$ cat config.mk
export PLATFORM = sky130hd
export DESIGN_NAME = ufa_serial
export DESIGN_NICKNAME = d
export VERILOG_FILES = /design/src/core/ufa_pkg.sv /design/src/core/ufa_addr_match.sv /design/src/core/ufa_serial.sv /design/src/core/ufa_tx.sv
export SDC_FILE = /design/constraint.sdc
export NUM_CORES = 1
export LEC_CHECK = 0
export ABC_AREA = 1
export BUFFER_PORTS_ARGS = -buffer_cell sky130_fd_sc_hd__clkbuf_2
export CAP_MARGIN = 15
export CORE_ASPECT_RATIO = 0.6
export CORE_MARGIN = 2
export CORE_UTILIZATION = 50
export DETAILED_ROUTE_END_ITERATION = 12
export PLACE_DENSITY_LB_ADDON = 0.25
export SYNTH_ARGS = -nofsm -noshare
export SYNTH_HDL_FRONTEND = slang
export SYNTH_HIERARCHICAL = 1
export SYNTH_SLANG_ARGS = --single-unit
$ cat constraint.sdc
create_clock -name clock_i -period 3.2 [get_ports clock_i]
set_clock_uncertainty 0.2 [all_clocks]
set_input_delay 0.32 -clock clock_i [delete_from_list [all_inputs] [get_ports clock_i]]
set_output_delay 0.32 -clock clock_i [all_outputs]
set_load 0.05 [all_outputs]
$ cat src/core/ufa_pkg.sv
// shared constants and types of the serial receive checker
package ufa_pkg;
   // register indices on the plain register port
   localparam logic [2:0] REG_CTRL   = 3'h0;
   localparam logic [2:0] REG_DATA   = 3'h1;
   localparam logic [2:0] REG_POWER  = 3'h2;
   localparam logic [2:0] REG_ADDR   = 3'h3;
   localparam logic [2:0] REG_MASK   = 3'h4;
   // serial control register fields
   localparam int CTRL_MODE_LOW  = 7;
   localparam int CTRL_MODE_HIGH = 6;
   localparam int CTRL_MULTIDROP = 5;
   localparam int CTRL_RX_EN     = 4;
   localparam int CTRL_TX_NINTH  = 3;
   localparam int CTRL_RX_NINTH  = 2;
   localparam int CTRL_TX_DONE   = 1;
   localparam int CTRL_RX_DONE   = 0;
   // power control register field
   localparam int POWER_FRAME_CHECK = 6;
   // reset values
   localparam logic [7:0] CTRL_RESET = 8'h00;
   localparam logic [7:0] ADDR_RESET = 8'h00;
   localparam logic [7:0] MASK_RESET = 8'h00;
   // timing: ticks are 16x oversampling enables in the async modes
   localparam logic [3:0] LAST_TICK  = 4'hf;
   localparam logic [3:0] MID_TICK   = 4'h7;
   localparam logic [3:0] LAST_BIT8  = 4'h7;
   localparam logic [3:0] LAST_BIT9  = 4'h8;
   localparam logic [3:0] TX_BITS_0  = 4'h8;
   localparam logic [3:0] TX_BITS_8  = 4'ha;
   localparam logic [3:0] TX_BITS_9  = 4'hb;

   typedef struct packed {
      logic [2:0] addr;
      logic [7:0] wdata;
      logic       wr;
      logic       rd;
   } ufa_bus_req_t;

   typedef enum logic [3:0] {
      RX_IDLE  = 4'h1,
      RX_START = 4'h2,
      RX_DATA  = 4'h4,
      RX_STOP  = 4'h8
   } ufa_rx_state_t;
endpackage

$ cat src/core/ufa_addr_match.sv
// given and broadcast address comparison
`timescale 1ns/1ps
module ufa_addr_match (
   // address byte and node setup
   input  wire logic [7:0] rx_byte_i,
   input  wire logic [7:0] node_address_i,
   input  wire logic [7:0] node_address_mask_i,
   // result
   output logic            hit_o
);
   logic [7:0] bcast;
   logic       given_hit;
   logic       bcast_hit;

   // zero mask bits are don't-care in the given address
   assign given_hit = ((rx_byte_i ^ node_address_i) & node_address_mask_i) == 8'h00;
   // broadcast is address or mask, zeros are don't-care
   assign bcast     = node_address_i | node_address_mask_i;
   assign bcast_hit = ((rx_byte_i ^ bcast) & bcast) == 8'h00;
   // an all-ones mask leaves only the exact address and broadcast
   assign hit_o     = given_hit || bcast_hit;
endmodule

$ cat src/core/ufa_serial.sv
// serial port receiver with stop-bit check and address recognition
`timescale 1ns/1ps

////////////////////////////////////////////////////////////////////////////////
module ufa_serial (
   // clock and reset
   input  wire logic       clock_i,
   input  wire logic       reset_i,
   // register port
   input  wire logic [2:0] reg_addr_i,
   input  wire logic [7:0] reg_wdata_i,
   input  wire logic       reg_wr_i,
   input  wire logic       reg_rd_i,
   output logic      [7:0] reg_rdata_o,
   // bit-rate enables, one per direction
   input  wire logic       rx_tick_i,
   input  wire logic       tx_tick_i,
   // serial line
   input  wire logic       rxd_i,
   output logic            txd_o
);
   typedef struct packed {
      logic                   serial_mode_bit_low;
      logic                   serial_mode_bit_high;
      logic                   multidrop_enable;
      logic                   rx_enable;
      logic                   tx_ninth;
      logic                   rx_ninth;
      logic                   transmit_done_flag;
      logic                   receive_done_flag;
      logic                   stop_bit_error_flag;
      logic                   frame_check_enable;
      logic [7:0]             node_address;
      logic [7:0]             node_address_mask;
      logic [7:0]             rx_buffer;
      logic [7:0]             rdata;
      ufa_pkg::ufa_rx_state_t rx_st;
      logic [3:0]             cnt;
      logic [3:0]             idx;
      logic [8:0]             shreg;
   } ufa_state_t;

   ufa_state_t            s;
   ufa_state_t            next_s;
   ufa_pkg::ufa_bus_req_t bus;
   logic                  mode0;
   logic                  mode1;
   logic                  nine;
   logic                  md_on;
   logic                  bit_end;
   logic [8:0]            shifted;
   logic [8:0]            frame;
   logic [7:0]            rx_byte;
   logic [3:0]            last_idx;
   logic                  flag_ok;
   logic                  addr_hit;
   logic                  accept;
   logic                  data_smp;
   logic                  last_smp;
   logic                  stop_smp;
   logic                  early;
   logic                  late;
   logic                  deliver;
   logic                  fe_set;
   logic                  ctrl_wr;
   logic                  tx_go;
   logic                  tx_done;

   assign bus = '{addr: reg_addr_i, wdata: reg_wdata_i, wr: reg_wr_i, rd: reg_rd_i};

   ////////////////////////////////////////////////////////////////////////////
   // receive decode

   assign mode0    = !s.serial_mode_bit_low && !s.serial_mode_bit_high;
   assign mode1    = !s.serial_mode_bit_low && s.serial_mode_bit_high;
   assign nine     = s.serial_mode_bit_low;
   // shift mode has no address filtering at all
   assign md_on    = s.multidrop_enable && !mode0;
   assign bit_end  = rx_tick_i && (s.cnt == ufa_pkg::LAST_TICK);
   assign shifted  = {rxd_i, s.shreg[8:1]};
   assign frame    = (s.rx_st == ufa_pkg::RX_STOP) ? s.shreg : shifted;
   assign rx_byte  = nine ? frame[7:0] : frame[8:1];
   assign last_idx = nine ? ufa_pkg::LAST_BIT9 : ufa_pkg::LAST_BIT8;
   // mode 1 takes the stop bit as the address marker
   assign flag_ok  = mode1 ? rxd_i : frame[8];
   assign accept   = !s.receive_done_flag && (!md_on || (flag_ok && addr_hit));
   assign data_smp = (s.rx_st == ufa_pkg::RX_DATA) && (mode0 ? rx_tick_i : bit_end);
   assign last_smp = data_smp && (s.idx == last_idx);
   assign stop_smp = (s.rx_st == ufa_pkg::RX_STOP) && bit_end;
   // done flag moves to the stop bit when checking outside shift mode, or with mode-1 addressing
   assign early    = last_smp && (mode0 || (!s.frame_check_enable
                                            && !(mode1 && s.multidrop_enable)));
   assign late     = stop_smp && (s.frame_check_enable || (mode1 && s.multidrop_enable));
   assign deliver  = (early || late) && accept;
   assign fe_set   = stop_smp && s.frame_check_enable && !rxd_i;
   assign ctrl_wr  = bus.wr && (bus.addr == ufa_pkg::REG_CTRL);

   ufa_addr_match u_match (
      .rx_byte_i           (rx_byte),
      .node_address_i      (s.node_address),
      .node_address_mask_i (s.node_address_mask),
      .hit_o               (addr_hit)
   );

   ////////////////////////////////////////////////////////////////////////////
   // next state

   always_comb begin
      next_s = s;
      tx_go  = 1'h0;
      // software writes first, hardware sets after so a set wins
      if (bus.wr) begin
         unique case (bus.addr)
            ufa_pkg::REG_CTRL: begin
               // top bit is the error flag while checking is on
               if (s.frame_check_enable) begin
                  next_s.stop_bit_error_flag = bus.wdata[ufa_pkg::CTRL_MODE_LOW];
               end else begin
                  next_s.serial_mode_bit_low = bus.wdata[ufa_pkg::CTRL_MODE_LOW];
               end
               next_s.serial_mode_bit_high = bus.wdata[ufa_pkg::CTRL_MODE_HIGH];
               next_s.multidrop_enable     = bus.wdata[ufa_pkg::CTRL_MULTIDROP];
               next_s.rx_enable            = bus.wdata[ufa_pkg::CTRL_RX_EN];
               next_s.tx_ninth             = bus.wdata[ufa_pkg::CTRL_TX_NINTH];
               next_s.rx_ninth             = bus.wdata[ufa_pkg::CTRL_RX_NINTH];
               next_s.transmit_done_flag   = bus.wdata[ufa_pkg::CTRL_TX_DONE];
               next_s.receive_done_flag    = bus.wdata[ufa_pkg::CTRL_RX_DONE];
            end
            ufa_pkg::REG_DATA: begin
               tx_go = 1'h1;
            end
            ufa_pkg::REG_POWER: begin
               next_s.frame_check_enable = bus.wdata[ufa_pkg::POWER_FRAME_CHECK];
            end
            ufa_pkg::REG_ADDR: begin
               next_s.node_address = bus.wdata;
            end
            ufa_pkg::REG_MASK: begin
               next_s.node_address_mask = bus.wdata;
            end
            default: begin
            end
         endcase
      end

      // receiver, independent of the transmitter
      unique case (s.rx_st)
         ufa_pkg::RX_IDLE: begin
            next_s.cnt = 4'h0;
            next_s.idx = 4'h0;
            if (s.rx_enable && mode0 && !s.receive_done_flag) begin
               next_s.rx_st = ufa_pkg::RX_DATA;
            end else if (s.rx_enable && !mode0 && !rxd_i) begin
               next_s.rx_st = ufa_pkg::RX_START;
            end
         end
         ufa_pkg::RX_START: begin
            if (rx_tick_i) begin
               next_s.cnt = s.cnt + 4'h1;
               // mid-bit recheck rejects glitches on the line
               if (s.cnt == ufa_pkg::MID_TICK) begin
                  next_s.cnt   = 4'h0;
                  next_s.rx_st = rxd_i ? ufa_pkg::RX_IDLE : ufa_pkg::RX_DATA;
               end
            end
         end
         ufa_pkg::RX_DATA: begin
            if (rx_tick_i && !mode0) begin
               next_s.cnt = s.cnt + 4'h1;
            end
            if (data_smp) begin
               next_s.shreg = shifted;
               next_s.idx   = s.idx + 4'h1;
               if (last_smp) begin
                  next_s.rx_st = mode0 ? ufa_pkg::RX_IDLE : ufa_pkg::RX_STOP;
               end
            end
         end
         ufa_pkg::RX_STOP: begin
            if (rx_tick_i) begin
               next_s.cnt = s.cnt + 4'h1;
            end
            if (stop_smp) begin
               next_s.rx_st = ufa_pkg::RX_IDLE;
            end
         end
      endcase

      // hardware sets override a same-cycle software clear
      if (deliver) begin
         next_s.rx_buffer         = rx_byte;
         next_s.rx_ninth          = nine ? frame[8] : rxd_i;
         next_s.receive_done_flag = 1'h1;
      end
      if (fe_set) begin
         next_s.stop_bit_error_flag = 1'h1;
      end
      if (tx_done) begin
         next_s.transmit_done_flag = 1'h1;
      end

      // read data stands only in the cycle after the strobe
      next_s.rdata = 8'h00;
      if (bus.rd) begin
         unique case (bus.addr)
            ufa_pkg::REG_CTRL: begin
               next_s.rdata = {s.frame_check_enable ? s.stop_bit_error_flag
                                                    : s.serial_mode_bit_low,
                               s.serial_mode_bit_high, s.multidrop_enable,
                               s.rx_enable, s.tx_ninth, s.rx_ninth,
                               s.transmit_done_flag, s.receive_done_flag};
            end
            ufa_pkg::REG_DATA: begin
               next_s.rdata = s.rx_buffer;
            end
            ufa_pkg::REG_POWER: begin
               next_s.rdata[ufa_pkg::POWER_FRAME_CHECK] = s.frame_check_enable;
            end
            ufa_pkg::REG_ADDR: begin
               next_s.rdata = s.node_address;
            end
            ufa_pkg::REG_MASK: begin
               next_s.rdata = s.node_address_mask;
            end
            default: begin
            end
         endcase
      end
   end

   always_ff @(posedge clock_i or posedge reset_i) begin
      if (reset_i) begin
         // control register and all flags start cleared
         s                   <= '0;
         s.node_address      <= ufa_pkg::ADDR_RESET;
         s.node_address_mask <= ufa_pkg::MASK_RESET;
         s.rx_st             <= ufa_pkg::RX_IDLE;
      end else begin
         s <= next_s;
      end
   end

   assign reg_rdata_o = s.rdata;

   ////////////////////////////////////////////////////////////////////////////
   // transmitter

   // own tick, so the two directions may differ in rate
   ufa_tx u_tx (
      .clock_i (clock_i),
      .reset_i (reset_i),
      .tick_i  (tx_tick_i),
      .go_i    (tx_go),
      .mode0_i (mode0),
      .nine_i  (nine),
      .data_i  ({s.tx_ninth, bus.wdata}),
      .txd_o   (txd_o),
      .done_o  (tx_done)
   );

   ////////////////////////////////////////////////////////////////////////////
   // checks

   AST_FE_ON_BAD_STOP: assert property (@(posedge clock_i) disable iff (reset_i)
      (s.rx_st == ufa_pkg::RX_STOP) && bit_end && s.frame_check_enable && !rxd_i
      |=> s.stop_bit_error_flag)
      else $error("bad stop bit did not set error flag");

   AST_FE_STICKY: assert property (@(posedge clock_i) disable iff (reset_i)
      s.stop_bit_error_flag && !ctrl_wr |=> s.stop_bit_error_flag)
      else $error("error flag dropped without a write");

   AST_FE_NEEDS_CHECK: assert property (@(posedge clock_i) disable iff (reset_i)
      $rose(s.stop_bit_error_flag) && !$past(ctrl_wr) |-> $past(s.frame_check_enable))
      else $error("error flag set with checking off");

   AST_DONE_AT_STOP: assert property (@(posedge clock_i) disable iff (reset_i)
      $rose(s.receive_done_flag) && !$past(ctrl_wr) && $past(s.frame_check_enable)
      && !$past(mode0) |-> $past(s.rx_st) == ufa_pkg::RX_STOP)
      else $error("done flag not at stop bit");

   AST_ADDR_FILTER: assert property (@(posedge clock_i) disable iff (reset_i)
      $rose(s.receive_done_flag) && !$past(ctrl_wr) && $past(md_on) |-> $past(addr_hit))
      else $error("done flag set for foreign address");

   AST_MODE1_STOP: assert property (@(posedge clock_i) disable iff (reset_i)
      $rose(s.receive_done_flag) && !$past(ctrl_wr) && $past(mode1)
      && $past(s.multidrop_enable) |-> $past(rxd_i) && $past(stop_smp))
      else $error("mode 1 address frame without valid stop");

   AST_NINTH_ONE: assert property (@(posedge clock_i) disable iff (reset_i)
      $rose(s.receive_done_flag) && !$past(ctrl_wr) && $past(nine) && $past(md_on)
      |-> s.rx_ninth)
      else $error("address frame accepted with ninth bit zero");

   AST_MODE0_IGNORES: assert property (@(posedge clock_i) disable iff (reset_i)
      mode0 && last_smp && !s.receive_done_flag |=> s.receive_done_flag)
      else $error("shift mode frame was filtered");

   AST_FE_CLEAR: assert property (@(posedge clock_i) disable iff (reset_i)
      ctrl_wr && s.frame_check_enable && !bus.wdata[ufa_pkg::CTRL_MODE_LOW] && !fe_set
      |=> !s.stop_bit_error_flag)
      else $error("error flag clear write had no effect");

   AST_MULTIDROP_MODES: assert property (@(posedge clock_i) disable iff (reset_i)
      $rose(s.receive_done_flag) && !$past(ctrl_wr) && $past(s.multidrop_enable)
      && !$past(mode0) |-> $past(addr_hit) && $past(flag_ok))
      else $error("multidrop frame delivered without address marker");

   AST_GIVEN_HIT: assert property (@(posedge clock_i) disable iff (reset_i)
      (rx_byte | ~s.node_address_mask) == (s.node_address | ~s.node_address_mask)
      |-> addr_hit)
      else $error("given address not recognised");

   AST_BCAST_HIT: assert property (@(posedge clock_i) disable iff (reset_i)
      (rx_byte & (s.node_address | s.node_address_mask))
      == (s.node_address | s.node_address_mask) |-> addr_hit)
      else $error("broadcast address not recognised");

   AST_EXACT_ONLY: assert property (@(posedge clock_i) disable iff (reset_i)
      s.node_address_mask == 8'hff && addr_hit
      |-> rx_byte == s.node_address || rx_byte == 8'hff)
      else $error("full mask matched a foreign address");

   // checked one edge late, so an unknown start state before reset does not trip it
   AST_CTRL_RESET: assert property (@(posedge clock_i) reset_i
      |=> {s.serial_mode_bit_low, s.serial_mode_bit_high, s.multidrop_enable, s.rx_enable,
           s.tx_ninth, s.rx_ninth, s.transmit_done_flag, s.receive_done_flag} == 8'h00
          && !s.stop_bit_error_flag)
      else $error("control register not cleared by reset");
endmodule

$ cat src/core/ufa_tx.sv
// serial transmitter, independent of the receiver
`timescale 1ns/1ps
module ufa_tx (
   // clock and reset
   input  wire logic       clock_i,
   input  wire logic       reset_i,
   // bit-rate enable and request
   input  wire logic       tick_i,
   input  wire logic       go_i,
   input  wire logic       mode0_i,
   input  wire logic       nine_i,
   input  wire logic [8:0] data_i,
   // line and completion
   output logic            txd_o,
   output logic            done_o
);
   typedef struct packed {
      logic        busy;
      logic        mode0;
      logic [10:0] shreg;
      logic [3:0]  left;
      logic [3:0]  cnt;
      logic        txd;
      logic        done;
   } ufa_tx_state_t;

   ufa_tx_state_t s;
   ufa_tx_state_t next_s;

   always_comb begin
      next_s = s;
      next_s.done = 1'h0;
      // a request while busy is dropped
      if (go_i && !s.busy) begin
         next_s.busy  = 1'h1;
         next_s.cnt   = 4'h0;
         next_s.mode0 = mode0_i;
         if (mode0_i) begin
            next_s.shreg = {3'h7, data_i[7:0]};
            next_s.left  = ufa_pkg::TX_BITS_0;
         end else begin
            next_s.shreg = {1'h1, nine_i ? data_i[8] : 1'h1, data_i[7:0], 1'h0};
            next_s.left  = nine_i ? ufa_pkg::TX_BITS_9 : ufa_pkg::TX_BITS_8;
         end
      end else if (s.busy && tick_i) begin
         next_s.cnt = s.cnt + 4'h1;
         if (s.mode0 || s.cnt == ufa_pkg::LAST_TICK) begin
            next_s.cnt   = 4'h0;
            next_s.shreg = {1'h1, s.shreg[10:1]};
            next_s.left  = s.left - 4'h1;
            if (s.left == 4'h1) begin
               next_s.busy = 1'h0;
               next_s.done = 1'h1;
            end
         end
      end
      next_s.txd = next_s.busy ? next_s.shreg[0] : 1'h1;
   end

   always_ff @(posedge clock_i or posedge reset_i) begin
      if (reset_i) begin
         s     <= '0;
         s.txd <= 1'h1;
      end else begin
         s <= next_s;
      end
   end

   assign txd_o  = s.txd;
   assign done_o = s.done;
endmodule

; Word level (Yosys, flattened, before mapping)
; Index checks and enable logic that the tools add are counted.
[totals]
memories = 0
inputBits = 18
romBits = 0
reg_bits = 86
ram_bits = 0
output_inout_bits = 9
latchBits = 0
[op_classes]
n_eq_ne = 21
n_reduce_logical = 64
muxes = 52
addsub = 4
n_shift = 0
multipliers = 0
bitwise_logic = 6
n_lt_le_gt_ge = 0
div = 0
[op_table]
columns = op, count
row1 = 19-bit two-way mux, 3
row2 = 8-bit two-way mux, 6
row3 = 4-bit two-way mux, 10
row4 = 8-bit case mux with 4 select lines, 1
row5 = 6-bit case mux with 4 select lines, 1
row6 = 1-bit logical AND, 23
row7 = 1-bit two-way mux, 23
row8 = 21-bit two-way mux, 1
row9 = 2-bit nonzero test, 10
row10 = 2-bit AND reduction, 9
row11 = 8-bit bitwise AND, 2
row12 = 8-bit logical NOT, 2
row13 = 8-bit bitwise XOR, 2
row14 = 14-bit two-way mux, 1
row15 = 13-bit two-way mux, 1
row16 = "4-bit by 1-bit adder with 4-bit output, second input constant", 3
row17 = "4-bit == test, second input constant", 3
row18 = "2-bit inequality test, second input constant", 6
row19 = 1-bit logical NOT, 9
row20 = 9-bit two-way mux, 1
row21 = 3-bit AND reduction, 3
row22 = "4-bit by 1-bit == test with 1-bit output, second input constant", 2
row23 = "4-bit by 3-bit == test with 1-bit output, second input constant", 2
row24 = 8-bit bitwise OR, 1
row25 = other kinds (16), 22

; Longest topological paths before layout
; Gate-level depths: netlist (run 1).
[depth]
ltp_word = 13
mapped_depth = 21
mapped_depth_nobuf = 20

; Cells and area by module
; Netlist (run 1), hierarchy kept.
[modules_own_cells]
columns = module, cells_each, seq_area_each_um2, area_per_inst_um2, instances
row1 = ufa_serial, 420, 1577.8, 3375.7, 1
row2 = ufa_tx, 149, 576.8, 1244.9, 1
row3 = ufa_addr_match, 63, 0.0, 261.5, 1

; Worst setup path after synthesis (run 1)
; No wires, ideal clock.
[synth_timing]
path_type = register -> register
from = reg s[17] (netlist name)
to = reg s[29] (netlist name)
setup_slack_ps = 848
stages_incl_launch_ff = 22
arrival_ps = 2035
synth_period_minus_slack_ps = 2352
cell_sequence = dfstp_2 nor2_2 buf_6 nand2_4 buf_4 nand2_1 nand3_1 nand2_1 inv_1 nand2_1 nand3_1 nand2_1 nor2_1 nand2_1 nand2_1 o21ai_0 inv_1 nand2_1 nand2_4 nand3_4 nand2_1 nand2_1

==> reports/qor.yml, run 1 <==
syn_area_per_cell_um2: 7.72
clk_path_buf_depth: 2
cts_sinks: 86
start_util_pct: 52.4
reg2reg_from: "s[18]"
place.gp.congestion: 0.971
io_buffers: 26
antenna_found_initial: 0
status: "finished clean"
async_reset_ff_share_pct: 100
synth_ff_type: "dfrtp_1"
drc: 0
coreArea_mm2: 0.00932
first_global_vias: 4043
vias: 4360
cp_cell_sequence: "nor2_2 > nand2_4 > nand2_1 > nand3_1 > nand2_1 > inv_1 > o21ai_1 > nand2_1 > nor2_1 > nand2_1 > nand2_1 > o21ai_0 > inv_1 > nand2_1 > nand2_4 > nand3_4 > nand2_1 > nand2_1"
drive_above_1_share_pct: 12.1
finalCritPeriodShare_pct: 88.8
slew_violations: 0
yosysTopAreaCellShare_pct: 43.1
fin_nets: 671
end_kind: "register"
slowest_stage: "nor2_2"
die_h_um: 80.5
fillers: 883
irDropWorstVdd_mv: 0.314
wirelength_um: 12500
min_to: "s[53]"
ctsResizeCount: 0
clock_latency_ns: 0.35
ant_nets: 0
cp_common_cell: "nand2_1"
max-cap-violations: 0
rsz0062_at_grt: "false"
ys_ff_latch: 86
cts_hold_buf: 0
p_per_area_mw_per_mm2: 710
grt_max_degree: 51
setup_violations: 0
required_ns: 3.23
dieArea_mm2: 0.0106
synth_seq_area_share_pct: 44.1
ys_warn_count: 6
ys_types: 42
crit_path_max_incr_delay_ns: 0.41
finalCriticalPeriod_ns: 2.84
total_leakage_power_nw: 2.70
reg2reg_depth: 18
die-width_um: 132
cts_root_buf: "clkbuf_16"
tightestPinTransition_ns: 0.900
path_max_fanout: 18
tns_ns: 0
io_pins: 27
syn_inst: 632
synth_nets: 655
synth.area.top_cells: "dfrtp_1 (43%), nand2_1 (13%), nand3_1 (8.8%)"
grt-ovfl-total: 0
track_usage_pct: 26.0
clkTransAtPathRegs_ns: 0.06
min_path_cells: 3
antenna_cells: 0
relSlewSlack_pct: 39.9
synth_edf_count: 0
htreeDepth: 3
drt-wirelength-per-cell_um: 16.0
rrSetupSlack_ns: 0.36
syn_to_final_growth_pct: 9.76
finalHoldViolations: 0
placed_cells: 765
drt_first_pass_iters: 6
routed_via_density: 5.57
worstHoldStart: "reg_wdata_i[6]"
hpwl_um: 9470
cts_setup_buffers: 0
start_kind: "register"
rows: 27
netlist_area_mm2: 0.00488
crit_arrival_ns: 2.87
instances_no_fill: 783
max_freq_mhz: 352
drt_iter0_markers: 405
grt_pass1_wl_um: 21100
critPathKind: "reg -> reg"
cts_buffers: 9
reg2reg_to: "s[34]"
synth.largest_area_cell: "dfrtp_1"
hold_class: "in -> reg"
tritoncts: "yes"
==> how the worst max path moves through the flow <==
stage | startpoint | slack, ns | to
final | s[18] | 0.36 | s[34]
after global routing | s[18] | 0.05 | s[31]
after CTS | s[18] | 0.41 | s[34]
after detailed placement | s[18] | 0.41 | s[34]
after global placement | s[18] | 0.55 | s[33]
after floorplan | s[17] | 0.85 | s[29]
==> layout by cell type (no fill, tap or decap), types with 4 or more instances in the layout <==
| cell | Yosys | final |
|---|---|---|
| ha_1 | 5 | 5 |
| buf_4 | 12 | 6 |
| o21ai_1 | 12 | 12 |
| nor2_1 | 23 | 23 |
| o21ai_0 | 53 | 53 |
| clkbuf_16 | 0 | 9 |
| nand4_1 | 26 | 26 |
| nor2_4 | 4 | 4 |
| nand2_1 | 164 | 164 |
| nand3_2 | 4 | 4 |
| clkbuf_2 | 0 | 26 |
| inv_1 | 77 | 76 |
| dfrtp_1 | 84 | 84 |
| a21oi_1 | 11 | 11 |
| nand2_4 | 6 | 6 |
| nor3_1 | 5 | 5 |
| a41oi_1 | 7 | 7 |
| nand3_1 | 86 | 86 |
| clkbuf_8 | 0 | 5 |
| inv_2 | 4 | 5 |
==> stage by stage <==
| stage | hold WS, ns | setup slack [ns] | power [mW] | util (%) | instance area [µm²] |
|---|---|---|---|---|---|
| 2_1_floorplan | 0.121 | 0.848 | 2.49 | - | 4880 |
| 3_3_place_gp | 0.232 | 0.546 | 2.70 | 53.9 | 5020 |
| 3_5_place_dp | 0.253 | 0.414 | 2.75 | 53.9 | 5020 |
| 4_1_cts | 0.000197 | 0.407 | 3.81 | 57.2 | 5330 |
| 5_1_grt | 0.0407 | 0.0513 | 4.10 | 57.5 | 5360 |
| 6_report | 0.0345 | 0.359 | 3.81 | 57.5 | 5360 |
==> critical path, delay by kind of cell (launching register included) <==
family | cells | cell delay [ns]
and+or+nand+nor | 14 | 1.84
DFF | 1 | 0.40
AOI/OAI and AO/OA | 2 | 0.14
buffers and inverters | 2 | 0.12
==> final cells by class <==
type | instances | area [µm²] | share of cell area, %
repair buffers | 34 | 205 | 3.83
flip-flops and latches | 86 | 2150 | 40.2
clock buffers | 14 | 294 | 5.49
inverters | 83 | 314 | 5.86
multi-input cells | 434 | 2220 | 41.3
well taps | 130 | 163 | 3.04
clock inverters | 2 | 12.5 | 0.233
==> per-layer routing <==
metal  wire (µm)  global-route usage (%)  up-vias  part of all wire, %
met1        6140                    39.7     2012                   49
met5           0                       0        -                    0
met3        1490                    8.96       22                   12
met2        4720                    34.1      208                   38
li1            -                       -     2118                    -
met4         190                    6.63        0                  1.5
==> sequential cells by signal (all words and copies together), names as in the netlist <==
name / flops
u_tx/done_o: 1
u_tx/txd_o: 1
reg_rdata_o: 8
s: 54
nine: 1
u_tx/s: 21
==> synth_stat cells (2+ instances only) <==
cell / n
buf_4: 12
o21ai_0: 53
inv_2: 4
inv_1: 77
or2_1: 2
nor2_1: 23
a21oi_1: 11
buf_2: 8
dfstp_2: 2
dfrtp_1: 84
clkbuf_1: 4
ha_1: 5
nand2_1: 164
a41oi_1: 7
nand2_4: 6
o21bai_1: 2
o21ai_1: 12
nand3_2: 4
xor2_1: 3
buf_6: 3
nand4_1: 26
o22ai_1: 3
xnor2_1: 3
a31oi_1: 3
nand3_1: 86
nor2_4: 4
a21oi_4: 2
nor3_1: 5
==> cell families after synthesis <==
kind of cell	synth area share [%]
compound gates	11.5
fa+ha+maj	1.28
xor+xnor	1.08
flops	44.1
simple gates	31.6
buf+inv	10.5
==> where the power goes <==
group | switching, mW | total (mW) | internal (mW)
Sequential | 0.230 | 1.57 | 1.34
Combinational | 0.795 | 1.19 | 0.397
Clock | 0.416 | 1.05 | 0.631
Power figures use the tool's default switching activity.
==> run 2: changes to the inputs <==
Settings changed: ABC_AREA 1 to 0.
Clock period 3.2 ns to 2.7 ns, I/O delays scaled along.
==> run 2 against run 1 <==
Compared with the run above:
- the flow now finishes with violations (setup timing)
- die area down 3.9%
- worst hold slack worse by 0.0092 ns
- synthesized cell count down 29%
- final cell count down 21%
- via count down 17%
- critical path type unchanged
- critical endpoint is now s[33]
- largest cell class unchanged
- largest power group unchanged
- highest routed layer unchanged
==> reports/qor.yml, run 2 <==
cts_root_buf: "clkbuf_16"
timing.hold.ws_ns: 0.0253  # -0.00923 ns
synth_top_family_by_area: "multiplexers"
max_freq_mhz: 317  # -9.9%
instances_no_fill: 619  # -21%
synth_xor_area_share_pct: 2.24  # +1.2 points
yosysTopAreaCellShare_pct: 44.9  # +1.8 points
synth_seq_area_share_pct: 46.0  # +1.9 points
layout_commonest_cell: "dfrtp_1"
grt_pass1_wl_um: 18800  # -11%
comb_power_share_pct: 28.8  # -2.5 points
async_reset_ff_share_pct: 100  # unchanged
vias: 3633  # -17%
yosysMostFrequentCell: "dfrtp_1"
rows: 27  # unchanged
first_global_vias: 3465  # -14%
drt-wirelength-per-cell_um: 18.4  # +15%
max-cap-violations: 0  # unchanged
synth.area.top_cells: "dfrtp_1 (45%), mux2_2 (7.5%), mux2i_1 (6.6%)"
relSlewSlack_pct: 39.6  # -0.38 points
routed_via_density: 5.87  # +5.4%
p_per_area_mw_per_mm2: 797  # +12%
finalCritPeriodShare_pct: 117  # +28 points
max_flop_register: "s"
netlist_area_mm2: 0.00468  # -4.1%
irDropWorstVdd_mv: 0.465  # +48%
die-width_um: 129  # -2.0%
syn_inst: 446  # -29%
ys_types: 63  # +50%
synth_edf_count: 0  # unchanged
finalHoldViolations: 0  # unchanged
rsz0062_at_grt: "true"
end_kind: "register"
violations: "setup timing"
synth.largest_area_cell: "dfrtp_1"
crit_arrival_ns: 3.18  # +0.31 ns
io_buffers: 26  # unchanged
cts_sinks: 86  # unchanged
antenna_found_initial: 0  # unchanged
synth_compound_area_share_pct: 13.4  # +2.0 points
status: "finished with violations"
ys_warn_count: 6  # unchanged
ant_nets: 0  # unchanged
start_kind: "register"
power.share.clock_pct: 28.6  # +1.1 points
syn_area_per_cell_um2: 10.5  # +36%
drive_above_1_share_pct: 29.2  # +17 points
fin_area_mm2: 0.00549  # +2.4%
hpwl_um: 8440  # -11%
antenna_cells: 0  # unchanged
drc: 0  # unchanged
yosys-top-cells-count: "dfrtp_1 (84), nor2_1 (43), mux2_2 (31), mux2i_1 (31)"
tritoncts: "yes"
coreArea_mm2: 0.00912  # -2.2%
synth_ff_type: "dfrtp_1"
place.gp.congestion: 0.983  # +1.3%
start_util_pct: 51.3  # -1.0 points
placed_cells: 595  # -22%
tightestPinTransition_ns: 0.906  # +0.00566 ns
synth_adder_area_share_pct: 1.34  # +0.055 points
die_h_um: 79.0  # -2.0%
fillers: 751  # -15%
syn_to_final_growth_pct: 17.2
yosys.area_share.simple_pct: 15.9  # -16 points
wirelength_um: 11400  # -9.4%
grt_max_degree: 26  # -49%
setup_ws_ns: -0.453  # -0.812 ns
path_max_fanout: 5  # -13
setup_violations: 10  # +10
layout_common_cells: "dfrtp_1 (84), nor2_1 (42), buf_4 (37)"
slew_violations: 0  # unchanged
ys_ff_latch: 86  # unchanged
required_ns: 2.73  # -0.50 ns
clk_path_buf_depth: 2  # unchanged
swShare_pct: 33.2  # -4.7 points
total_leakage_power_nw: 2.56  # -5.4%
htreeDepth: 3  # unchanged
intPower_mw: 2.92  # +24%
placedInstanceArea_mm2: 0.00506  # +0.80%
finalCriticalPeriod_ns: 3.15  # +0.312 ns
dieArea_mm2: 0.0102  # -3.9%
clock_latency_ns: 0.34  # about the same
track_usage_pct: 24.4  # -1.6 points
io_pins: 27  # unchanged
clkTransAtPathRegs_ns: 0.06  # about the same
drt_first_pass_iters: 5  # -1
power_switching_mw: 1.45  # +0.62%
largest_reg_flops: 54  # unchanged
synth_nets: 469  # -28%
yosys-mux-area-fraction_pct: 16.6  # +17 points
fin_nets: 521  # -22%
critPathKind: "reg -> reg"
drt_iter0_markers: 358  # -12%
tns_ns: -4.26  # -4.26 ns
finish.utilization_pct: 60.2  # +2.7 points
pwr-share-seq_pct: 42.6  # +1.4 points
cts_buffers: 9  # unchanged
hold_class: "in -> reg"
grt-ovfl-total: 0  # unchanged
run 2: changes by cell type after synthesis, sizes merged, moves of 7 or more:
cell   before  now
mux2        0   39
nor2b       0    7
nand4      27    2
mux2i       0   31
a41oi       7    0
nand3      91   17
o21ai      65   29
nor2       28   45
inv        82   10
a221o       0    9
nand2     171   26
and2        0    9
run 2: cell type report:
type | instances | area (µm²) | area share [%]
sequential | 86 | 2150 | 39.3
clock inverter | 3 | 42.5 | 0.775
multi-input combinational | 321 | 2370 | 43.2
timing repair buffer | 70 | 479 | 8.73
tap | 116 | 145 | 2.64
clock buffer | 13 | 260 | 4.74
inverter | 10 | 37.5 | 0.684
run 2: path summary, 6_finish.rpt:
kind	cells after the start	slack [ns]	to	from
setup / recovery	14	-0.45	s[33]	s[18]
hold / removal	2	0.03	reg_rdata_o[6]	reg_rd_i
setup reg to reg	14	-0.45	s[33]	s[18]
hold reg to reg	1	0.24	s[56]	u_tx/done_o
max in group asynchronous	3	1.26	u_tx/s[22]	reset_i
min in group asynchronous	3	0.28	s[59]	reset_i
run 2: per-layer routing:
metal	share of wire [%]	GRT usage (%)	wire, µm	vias up
met5	0	0	0	-
li1	-	-	-	1711
met2	39	32.0	4390	107
met3	7.2	7.41	816	11
met4	0.94	5.54	107	0
met1	53	38.8	6050	1804
run 2: stage by stage:
step	worst slack, ns	power [mW]
finish	-0.453	4.37
global route	-0.577	4.63
CTS	-0.397	4.38
detailed placement	-0.453	3.09
global placement	-0.419	3.04
floorplan	-0.442	2.74
run 2: critical path, stage by stage, from the launching register on:
cell and delay (ns):
dfrtp_1 0.41, nor4b_4 0.31, buf_6 0.18, buf_4 0.12
nand2_1 0.09, o22ai_1 0.14, nor2_1 0.11, xor2_1 0.15
a22oi_1 0.23, nand4_1 0.14, o31ai_2 0.08, a21oi_1 0.09
or3_4 0.35, buf_6 0.15, mux2_4 0.29
run 2: power by group through the flow:
stage | Combinational (mW) | Clock, mW | Sequential [mW]
after floorplan | 0.961 | 0 | 1.78
after global placement | 1.18 | 0 | 1.86
after detailed placement | 1.22 | 0 | 1.87
after CTS | 1.25 | 1.28 | 1.85
after global routing | 1.40 | 1.33 | 1.90
final | 1.26 | 1.25 | 1.86
run 2: cell families (layout without fill, tap and decap cells):
family | count (synthesis) | count (layout)
buffers and inverters | 39 | 96
AOI/OAI and AO/OA | 91 | 91
DFF | 86 | 86
adders and majority gates | 5 | 5
and+or+nand+nor | 143 | 143
muxes | 70 | 70
xor gates and xnor gates | 12 | 12
run 2: repair_timing:
action                     CTS  global route
buffers inserted             5             0
resized for setup           14             1
setup endpoints to repair   10            10
cloned                       2             0
hold buffers                 1             0
hold endpoints to repair    40             0
